===== config.mk =====
export PLATFORM = sky130hd
export DESIGN_NAME = btg_tone_generator
export DESIGN_NICKNAME = d
export VERILOG_FILES = /design/src/design/btg_pkg.sv /design/src/design/btg_fifo.sv /design/src/design/btg_level_gain.sv /design/src/design/btg_tone_generator.sv
export VERILOG_INCLUDE_DIRS = /design/src /design/src/design
export SDC_FILE = /design/constraint.sdc
export NUM_CORES = 2
export LEC_CHECK = 0
export BUFFER_PORTS_ARGS = -buffer_cell sky130_fd_sc_hd__buf_2
export CORE_MARGIN = 4
export CORE_UTILIZATION = 45
export CTS_BUF_LIST = sky130_fd_sc_hd__clkbuf_8 sky130_fd_sc_hd__clkbuf_16
export DETAILED_ROUTE_END_ITERATION = 10
export GPL_TIMING_DRIVEN = 0
export HOLD_SLACK_MARGIN = 0.06
export PLACE_DENSITY = 0.6
export REMOVE_ABC_BUFFERS = 1
export SETUP_SLACK_MARGIN = 0.2
export SYNTH_ARGS = -nofsm -noshare
export SYNTH_HDL_FRONTEND = slang
export SYNTH_SLANG_ARGS = --single-unit

===== constraint.sdc =====
create_clock -name clock -period 22.4 [get_ports clock]
set_input_delay 4.48 -clock clock [delete_from_list [all_inputs] [get_ports clock]]
set_output_delay 4.48 -clock clock [all_outputs]
set_load 0.005 [all_outputs]

===== src/design/btg_params.svh =====
// btg_params.svh: register offsets, reset values, field positions and
// fixed constants of the tone generator.
// assumes: included by bare name from the package, btg_level_gain and btg_tone_generator.
//
// Behaviour
// - D7 starts tone, self-clears after duration
// - level code: +2 dB, minus 1 dB per step
// - tone only in DAC processing mode 25
// - duration = high, middle, low byte registers
// - exactly duration samples; reset length 0x0000EE
// - sine coefficient byte pair, reset 0x10D8
// - cosine coefficient byte pair, reset 0x7EE3
// - oscillator advances once per DAC sample
`ifndef BTG_PARAMS_SVH
`define BTG_PARAMS_SVH

// register offsets
`define BTG_OFS_CONTROL      8'h47
`define BTG_OFS_SPARE_CTRL   8'h48
`define BTG_OFS_LEN_HIGH     8'h49
`define BTG_OFS_LEN_MIDDLE   8'h4A
`define BTG_OFS_LEN_LOW      8'h4B
`define BTG_OFS_SINE_HIGH    8'h4C
`define BTG_OFS_SINE_LOW     8'h4D
`define BTG_OFS_COSINE_HIGH  8'h4E
`define BTG_OFS_COSINE_LOW   8'h4F
`define BTG_OFS_SPARE_COS    8'h50

// reset values
`define BTG_RST_CONTROL      8'h00
`define BTG_RST_SPARE_CTRL   8'h00
`define BTG_RST_LEN_HIGH     8'h00
`define BTG_RST_LEN_MIDDLE   8'h00
`define BTG_RST_LEN_LOW      8'hEE
`define BTG_RST_SINE_HIGH    8'h10
`define BTG_RST_SINE_LOW     8'hD8
`define BTG_RST_COSINE_HIGH  8'h7E
`define BTG_RST_COSINE_LOW   8'hE3
`define BTG_RST_SPARE_COS    8'h00

// control register fields
`define BTG_CTRL_ENABLE_BIT  7
`define BTG_CTRL_RSVD_BIT    6
`define BTG_CTRL_LEVEL_MSB   5
`define BTG_CTRL_LEVEL_LSB   0

// playback processing mode that carries the tone
`define BTG_DAC_MODE_TONE    5'h19

// oscillator and level scaling
`define BTG_START_AMPLITUDE  16'sh7FFF
`define BTG_FRAC_BITS        15
`define BTG_LEVEL_OFFSET_DB  7'h04
`define BTG_DB_PER_SHIFT     7'h06

// sample buffer
`define BTG_SAMPLE_WIDTH     16
`define BTG_FIFO_DEPTH       16

`endif


===== src/design/btg_pkg.sv =====
// btg_pkg.sv: types shared by the tone generator modules.
// assumes: btg_params.svh is on the include path.
`include "btg_params.svh"

package btg_pkg;

  typedef enum logic [1:0] {
    BTG_IDLE,
    BTG_RUN,
    BTG_PUSH
  } btg_state_t;

  typedef logic signed [`BTG_SAMPLE_WIDTH-1:0] btg_sample_t;

endpackage : btg_pkg


===== src/design/btg_fifo.sv =====
// btg_fifo.sv: synchronous sample FIFO with valid/ready on both sides.
// assumes: single clock, synchronous active-high reset.
`timescale 1ns/1ps
`default_nettype none

module btg_fifo
  import btg_pkg::*;
#(
  parameter int WIDTH = 16,
  parameter int DEPTH = 16
) (
  // clock and reset
  input  wire logic             clock,
  input  wire logic             srst,
  // filling side
  input  wire logic             inValid,
  output logic                  inReady,
  input  wire logic [WIDTH-1:0] inData,
  // draining side
  output logic                  outValid,
  input  wire logic             outReady,
  output logic [WIDTH-1:0]      outData
);

  localparam int AW = $clog2(DEPTH);

  logic [WIDTH-1:0] mem [DEPTH];
  logic [AW-1:0]    wrPtr;
  logic [AW-1:0]    rdPtr;
  logic [AW:0]      fill;
  logic [AW-1:0]    next_wrPtr;
  logic [AW-1:0]    next_rdPtr;
  logic [AW:0]      next_fill;
  logic             doPush;
  logic             doPop;

  // honest full and empty flags
  assign inReady  = (fill != (AW+1)'(DEPTH));
  assign outValid = (fill != '0);
  assign outData  = mem[rdPtr];
  assign doPush   = inValid && inReady;
  assign doPop    = outValid && outReady;

  // pointer and fill level update
  always_comb begin
    next_wrPtr = wrPtr;
    next_rdPtr = rdPtr;
    next_fill  = fill;
    if (doPush) begin
      next_wrPtr = (wrPtr == AW'(DEPTH - 1)) ? '0 : wrPtr + 1'b1;
    end
    if (doPop) begin
      next_rdPtr = (rdPtr == AW'(DEPTH - 1)) ? '0 : rdPtr + 1'b1;
    end
    case ({doPush, doPop})
      2'b10:   next_fill = fill + 1'b1;
      2'b01:   next_fill = fill - 1'b1;
      default: next_fill = fill;
    endcase
  end

  always_ff @(posedge clock) begin
    if (srst) begin
      wrPtr <= '0;
      rdPtr <= '0;
      fill  <= '0;
    end else begin
      wrPtr <= next_wrPtr;
      rdPtr <= next_rdPtr;
      fill  <= next_fill;
    end
  end

  // storage, no reset needed
  always_ff @(posedge clock) begin
    if (doPush) begin
      mem[wrPtr] <= inData;
    end
  end

endmodule : btg_fifo

`default_nettype wire


===== src/design/btg_level_gain.sv =====
// btg_level_gain.sv: scales a sample by the six-bit tone level code.
// assumes: purely combinational, result registered by the caller.
`timescale 1ns/1ps
`default_nettype none
`include "btg_params.svh"

module btg_level_gain
  import btg_pkg::*;
(
  // level code and sample in
  input  wire logic [5:0]  level,
  input  wire btg_sample_t sampleIn,
  // scaled sample out
  output var btg_sample_t  sampleOut
);

  logic [6:0]         atten;
  logic [6:0]         shift;
  logic [6:0]         frac;
  logic signed [16:0] mant;
  logic signed [33:0] product;
  logic signed [33:0] scaled;

  // attenuation from +6 dB: whole 6 dB steps shift, rest from a table
  always_comb begin
    atten = {1'b0, level} + `BTG_LEVEL_OFFSET_DB;
    shift = atten / `BTG_DB_PER_SHIFT;
    frac  = atten % `BTG_DB_PER_SHIFT;
    case (frac)
      7'h00:   mant = 17'sh07FFF;
      7'h01:   mant = 17'sh0721D;
      7'h02:   mant = 17'sh065AD;
      7'h03:   mant = 17'sh05A9E;
      7'h04:   mant = 17'sh050C3;
      7'h05:   mant = 17'sh047FB;
      default: mant = 17'sh07FFF;
    endcase
    product = 34'(sampleIn * mant);
    scaled  = product >>> (7'(`BTG_FRAC_BITS - 1) + shift);
    if (scaled > 34'sh0000_7FFF) begin
      sampleOut = 16'sh7FFF;
    end else if (scaled < -34'sh0000_8000) begin
      sampleOut = -16'sh8000;
    end else begin
      sampleOut = scaled[15:0];
    end
  end

endmodule : btg_level_gain

`default_nettype wire


===== src/design/btg_tone_generator.sv =====
// btg_tone_generator.sv: byte register file, sine oscillator, duration
// counter and 16-word output buffer of the tone generator.
// assumes: byte register port synchronous to clock, one DAC sample
// strobe per sample period, consumer drains the tone stream.
`timescale 1ns/1ps
`default_nettype none
`include "btg_params.svh"

module btg_tone_generator
  import btg_pkg::*;
(
  // clock and reset
  input  wire logic        clock,
  input  wire logic        srst,
  // byte register port
  input  wire logic [7:0]  regAddr,
  input  wire logic        regWrite,
  input  wire logic [7:0]  regWrData,
  input  wire logic        regRead,
  output logic [7:0]       regRdData,
  // playback path context
  input  wire logic [4:0]  dacProcessingMode,
  input  wire logic        sampleTick,
  // tone sample stream
  output logic             toneValid,
  input  wire logic        toneReady,
  output logic [15:0]      toneData,
  // status
  output logic             toneActive
);

  // register contents
  logic        ctrlEnable;
  logic        ctrlReserved;
  logic [5:0]  ctrlLevel;
  logic [7:0]  spareCtrl;
  logic [7:0]  lenHigh;
  logic [7:0]  lenMiddle;
  logic [7:0]  lenLow;
  logic [7:0]  sineHigh;
  logic [7:0]  sineLow;
  logic [7:0]  cosineHigh;
  logic [7:0]  cosineLow;
  logic [7:0]  spareCos;
  logic        next_ctrlEnable;
  logic        next_ctrlReserved;
  logic [5:0]  next_ctrlLevel;
  logic [7:0]  next_spareCtrl;
  logic [7:0]  next_lenHigh;
  logic [7:0]  next_lenMiddle;
  logic [7:0]  next_lenLow;
  logic [7:0]  next_sineHigh;
  logic [7:0]  next_sineLow;
  logic [7:0]  next_cosineHigh;
  logic [7:0]  next_cosineLow;
  logic [7:0]  next_spareCos;
  logic [7:0]  next_regRdData;

  // generator state
  btg_state_t  state;
  btg_state_t  next_state;
  logic [23:0] remaining;
  logic [23:0] next_remaining;
  btg_sample_t oscX;
  btg_sample_t oscY;
  btg_sample_t next_oscX;
  btg_sample_t next_oscY;
  btg_sample_t pendData;
  btg_sample_t next_pendData;
  logic        hwClear;

  // derived values
  logic [23:0]        lengthWord;
  btg_sample_t        sineCoef;
  btg_sample_t        cosineCoef;
  logic               modeOk;
  logic signed [32:0] rotX;
  logic signed [32:0] rotY;
  btg_sample_t        scaledY;
  logic               fifoInValid;
  logic               fifoInReady;

  assign lengthWord = {lenHigh, lenMiddle, lenLow};
  assign sineCoef   = {sineHigh, sineLow};
  assign cosineCoef = {cosineHigh, cosineLow};
  assign modeOk     = (dacProcessingMode == `BTG_DAC_MODE_TONE);
  assign toneActive = (state != BTG_IDLE);

  // saturate a Q2.30 sum back to a Q1.15 sample
  function automatic btg_sample_t sat_q15(input logic signed [32:0] v);
    logic signed [32:0] s;
    s = v >>> `BTG_FRAC_BITS;
    if (s > 33'sh0000_7FFF) begin
      sat_q15 = 16'sh7FFF;
    end else if (s < -33'sh0000_8000) begin
      sat_q15 = -16'sh8000;
    end else begin
      sat_q15 = s[15:0];
    end
  endfunction : sat_q15

  // one rotation step of the coupled oscillator
  always_comb begin
    rotX = 33'(oscX * cosineCoef) - 33'(oscY * sineCoef);
    rotY = 33'(oscX * sineCoef) + 33'(oscY * cosineCoef);
  end

  // level scaling of the current sine output
  btg_level_gain u_level (
    .level     (ctrlLevel),
    .sampleIn  (oscY),
    .sampleOut (scaledY)
  );

  // register writes; a software set beats the self-clear
  always_comb begin
    next_ctrlEnable   = hwClear ? 1'b0 : ctrlEnable;
    next_ctrlReserved = ctrlReserved;
    next_ctrlLevel    = ctrlLevel;
    next_spareCtrl    = spareCtrl;
    next_lenHigh      = lenHigh;
    next_lenMiddle    = lenMiddle;
    next_lenLow       = lenLow;
    next_sineHigh     = sineHigh;
    next_sineLow      = sineLow;
    next_cosineHigh   = cosineHigh;
    next_cosineLow    = cosineLow;
    next_spareCos     = spareCos;
    if (regWrite) begin
      case (regAddr)
        `BTG_OFS_CONTROL: begin
          next_ctrlEnable   = regWrData[`BTG_CTRL_ENABLE_BIT];
          next_ctrlReserved = regWrData[`BTG_CTRL_RSVD_BIT];
          next_ctrlLevel    =
            regWrData[`BTG_CTRL_LEVEL_MSB:`BTG_CTRL_LEVEL_LSB];
        end
        `BTG_OFS_SPARE_CTRL:  next_spareCtrl  = regWrData;
        `BTG_OFS_LEN_HIGH:    next_lenHigh    = regWrData;
        `BTG_OFS_LEN_MIDDLE:  next_lenMiddle  = regWrData;
        `BTG_OFS_LEN_LOW:     next_lenLow     = regWrData;
        `BTG_OFS_SINE_HIGH:   next_sineHigh   = regWrData;
        `BTG_OFS_SINE_LOW:    next_sineLow    = regWrData;
        `BTG_OFS_COSINE_HIGH: next_cosineHigh = regWrData;
        `BTG_OFS_COSINE_LOW:  next_cosineLow  = regWrData;
        `BTG_OFS_SPARE_COS:   next_spareCos   = regWrData;
        default: ;
      endcase
    end
  end

  // read data, registered; unmapped offsets read zero
  always_comb begin
    next_regRdData = regRdData;
    if (regRead) begin
      case (regAddr)
        `BTG_OFS_CONTROL:
          next_regRdData = {ctrlEnable, ctrlReserved, ctrlLevel};
        `BTG_OFS_SPARE_CTRL:  next_regRdData = spareCtrl;
        `BTG_OFS_LEN_HIGH:    next_regRdData = lenHigh;
        `BTG_OFS_LEN_MIDDLE:  next_regRdData = lenMiddle;
        `BTG_OFS_LEN_LOW:     next_regRdData = lenLow;
        `BTG_OFS_SINE_HIGH:   next_regRdData = sineHigh;
        `BTG_OFS_SINE_LOW:    next_regRdData = sineLow;
        `BTG_OFS_COSINE_HIGH: next_regRdData = cosineHigh;
        `BTG_OFS_COSINE_LOW:  next_regRdData = cosineLow;
        `BTG_OFS_SPARE_COS:   next_regRdData = spareCos;
        default:              next_regRdData = 8'h00;
      endcase
    end
  end

  // register file storage with documented reset values
  always_ff @(posedge clock) begin
    if (srst) begin
      ctrlEnable   <= 1'(`BTG_RST_CONTROL >> `BTG_CTRL_ENABLE_BIT);
      ctrlReserved <= 1'b0;
      ctrlLevel    <= 6'h00;
      spareCtrl    <= `BTG_RST_SPARE_CTRL;
      lenHigh      <= `BTG_RST_LEN_HIGH;
      lenMiddle    <= `BTG_RST_LEN_MIDDLE;
      lenLow       <= `BTG_RST_LEN_LOW;
      sineHigh     <= `BTG_RST_SINE_HIGH;
      sineLow      <= `BTG_RST_SINE_LOW;
      cosineHigh   <= `BTG_RST_COSINE_HIGH;
      cosineLow    <= `BTG_RST_COSINE_LOW;
      spareCos     <= `BTG_RST_SPARE_COS;
      regRdData    <= 8'h00;
    end else begin
      ctrlEnable   <= next_ctrlEnable;
      ctrlReserved <= next_ctrlReserved;
      ctrlLevel    <= next_ctrlLevel;
      spareCtrl    <= next_spareCtrl;
      lenHigh      <= next_lenHigh;
      lenMiddle    <= next_lenMiddle;
      lenLow       <= next_lenLow;
      sineHigh     <= next_sineHigh;
      sineLow      <= next_sineLow;
      cosineHigh   <= next_cosineHigh;
      cosineLow    <= next_cosineLow;
      spareCos     <= next_spareCos;
      regRdData    <= next_regRdData;
    end
  end

  // sequencer: start, one step per sample tick, push, self-clear
  always_comb begin
    next_state     = state;
    next_remaining = remaining;
    next_oscX      = oscX;
    next_oscY      = oscY;
    next_pendData  = pendData;
    hwClear        = 1'b0;
    fifoInValid    = 1'b0;
    case (state)
      BTG_IDLE: begin
        if (ctrlEnable && modeOk) begin
          if (lengthWord == 24'h000000) begin
            hwClear = 1'b1;
          end else begin
            next_remaining = lengthWord;
            next_oscX      = `BTG_START_AMPLITUDE;
            next_oscY      = 16'sh0000;
            next_state     = BTG_RUN;
          end
        end
      end
      BTG_RUN: begin
        if (sampleTick) begin
          if (!ctrlEnable || !modeOk) begin
            next_state = BTG_IDLE;
          end else begin
            next_pendData  = scaledY;
            next_oscX      = sat_q15(rotX);
            next_oscY      = sat_q15(rotY);
            next_remaining = remaining - 24'h000001;
            next_state     = BTG_PUSH;
          end
        end
      end
      BTG_PUSH: begin
        fifoInValid = 1'b1;
        if (fifoInReady) begin
          if (remaining == 24'h000000) begin
            hwClear    = 1'b1;
            next_state = BTG_IDLE;
          end else begin
            next_state = BTG_RUN;
          end
        end
      end
      default: next_state = BTG_IDLE;
    endcase
  end

  always_ff @(posedge clock) begin
    if (srst) begin
      state     <= BTG_IDLE;
      remaining <= 24'h000000;
      oscX      <= 16'sh0000;
      oscY      <= 16'sh0000;
      pendData  <= 16'sh0000;
    end else begin
      state     <= next_state;
      remaining <= next_remaining;
      oscX      <= next_oscX;
      oscY      <= next_oscY;
      pendData  <= next_pendData;
    end
  end

  // 16-word buffer between oscillator and playback stream
  btg_fifo #(
    .WIDTH (`BTG_SAMPLE_WIDTH),
    .DEPTH (`BTG_FIFO_DEPTH)
  ) u_fifo (
    .clock    (clock),
    .srst     (srst),
    .inValid  (fifoInValid),
    .inReady  (fifoInReady),
    .inData   (pendData),
    .outValid (toneValid),
    .outReady (toneReady),
    .outData  (toneData)
  );

endmodule : btg_tone_generator

`default_nettype wire


==> out/qor.yml <==
sta:
  period_share: 0.626
  max_freq_mhz: 71.3
  finalSetupViolCount: 0
  final-max-slew-violation-count: 0
  hold_viol: 0
  final.setup_skew_ps: 28.7
  fin_hold_ws_ps: 457
  setup_tns_ps: 0
  worstMarginPinSlew_ps: 1390
  fin_ws_ps: 8380
  layout_min_cycle_time_ps: 14020
  slew-limit-headroom: 0.0735
  rsz0062_at_grt: "false"
global_route:
  first_global_vias: 50400
  grt_pass1_wl_mm: 281
  grt_overflow: 0
  grt_max_degree: 80
  antenna_found_initial: 0
  grtUsageTotal: 0.225
synth:
  synth_ff_type: "edfxtp_1"
  ys_async_sr_fraction: 0
  ys_warn_count: 0
  avgSynthCellArea_um2: 9.88
  synth_top_area_cell: "fa_1"
  yosysSeqAreaShare: 0.164
  yosysUniqueCellTypes: 99
  synth_seq_cells: 435
  synth_area_leaders: "fa_1 (41%), edfxtp_1 (11%), inv_1 (8.1%)"
  synth_edf_count: 256
  synth.top_cell.area_share: 0.410
  synthesis.area_um2: 68700
  netlist_instances: 6955
worst_setup_path:
  required_ps: 22900
  critPathMostFrequentCell: "fa_1"
  setup.worst_path.class: "register to register"
  startpoint_type: "register"
  crit_path_max_fanout: 18
  crit_path_top_delay_cell: "dfxtp_1"
  cpPeakStageDelay_ps: 1000
  end_kind: "register"
  worst_ep_arrival_time_ps: 14520
placed_design:
  dp_hpwl_mm: 132
  gp_congestion: 0.870
  dp_slack_ps: 8510
  dpl.cell_count: 8720
  dpl-instance-area_um2: 71400
  io_buffers: 52
run:
  drv_cap: 0
clock_network:
  post_cts_buffers: 0
  cts_tree: "built"
  ctsHoldBuffers: 0
  clk_pin_slew_ps: 60
  cts_root_buf: "clkbuf_16"
  numCtsBuffers: 45
  insertion_delay_ps: 610
  cts_buffer_depth: 3
  clock-sinks: 435
  h-tree-depth: 2
  cts_resized: 0
die:
  die_h_um: 399
  ios: 53
  coreArea_um2: 152000
  die_area_um2: 159000
  rows: 143
  initial_utilization: 0.452
  die_width_um: 399
layout:
  drive_gt1_frac: 0.0632
  syn2layout_area_growth_pct: 6.26
  final_common_cell: "inv_1"
  regArea_um2: 11400
  final_cell_mix: "inv_1 (1487), fa_1 (1406), nand2_1 (923), and2_1 (446), ha_1 (407)"
  fillers: 14200
  diodes: 0
  multi_input_area_um2: 50500
  fin_nets: 8579
  final_cell_area_um2: 73000
  fin_cells: 8803
route:
  drt-total-wl_mm: 171
  first_pass_iters: 7
  vias: 47100
  wl_per_cell_um: 19.4
  ant_nets: 0
  first_iter_violations: 3358
  drc: 0
  viasPerCell: 5.35
outcome:
  status: "finished clean"
power:
  p_per_area_nw_per_um2: 23.0
  leakage_nw: 34.5
  vdd_drop_max_mv: 0.0551
worst_hold_path:
  min_path_type: "register to register"
## logic make-up (layout without fill, tap and decap cells)
logic type / Yosys count / count (layout) / synth area share
AOI/OAI and AO/OA: 623 / 623 / 0.0599
xor gates and xnor gates: 127 / 127 / 0.0162
adders and majority gates: 1814 / 1814 / 0.484
buffers and inverters: 1868 / 1686 / 0.102
DFF: 435 / 435 / 0.164
muxes: 165 / 165 / 0.0417
and+or+nand+nor: 1923 / 1923 / 0.132
## sequential cells by signal (all words and copies together) (netlist names), 16 cells and up, named ones only
signal / cells
oscY: 16
oscX: 16
remaining: 24
u_fifo.mem: 256
pendData: 16
## synthesized netlist by cell type (67+ instances only)
master / instances
a21oi_1: 213
and2_1: 446
clkbuf_1: 348
dfxtp_1: 179
edfxtp_1: 256
fa_1: 1406
ha_1: 408
inv_1: 1480
mux4_2: 96
nand2_1: 923
nand2b_1: 67
nand3_1: 100
nor2_1: 211
o21ai_0: 104
xnor2_1: 89
## critical path: cells and delay by family (launching register included)
kind                       cells  cell delay, ps
DFF                            1            1000
and+or+nand+nor                6            2390
adders and majority gates      9            4870
buffers and inverters          2             140
AOI/OAI and AO/OA             16            5460
## per-layer routing
layer	vias up	global-route usage	part of all wire
met3	181	0.0233	0.052
met4	0	0.0461	0.023
li1	21000	-	-
met1	24700	0.306	0.42
met5	-	0	0
met2	1204	0.391	0.51
## cell type report
class                           instances  area share
Clock buffer                           50      0.0164
Multi-Input combinational cell       4652       0.692
Sequential cell                       435       0.156
Timing Repair Buffer                  121      0.0199
Clock inverter                         32     0.00523
Tap cell                             2030      0.0348
Inverter                             1483      0.0762
## worst paths after layout
| path | startpoint | endpoint | slack (ps) | cells past startpoint |
|---|---|---|---|---|
| max | ctrlLevel[2] | pendData[11] | 8380 | 33 |
| min | spareCtrl[0] | spareCtrl[0] | 460 | 2 |
| max reg2reg | ctrlLevel[2] | pendData[11] | 8380 | 33 |
| min reg2reg | spareCtrl[0] | spareCtrl[0] | 460 | 2 |
## stage by stage
step | total power [mW] | util
6_report | 1.68 | 0.481
2_1_floorplan | 0.881 | -
5_1_grt | 1.73 | 0.481
4_1_cts | 1.69 | 0.481
3_3_place_gp | 0.902 | 0.461
3_5_place_dp | 0.903 | 0.470
## power breakdown
part           total, mW  switching, mW  internal [mW]
Sequential         0.838        0.00113          0.837
Clock              0.789          0.332          0.458
Combinational     0.0495         0.0335         0.0160
Total               1.68          0.366           1.31
No activity file was read; power rests on OpenSTA's default activity.
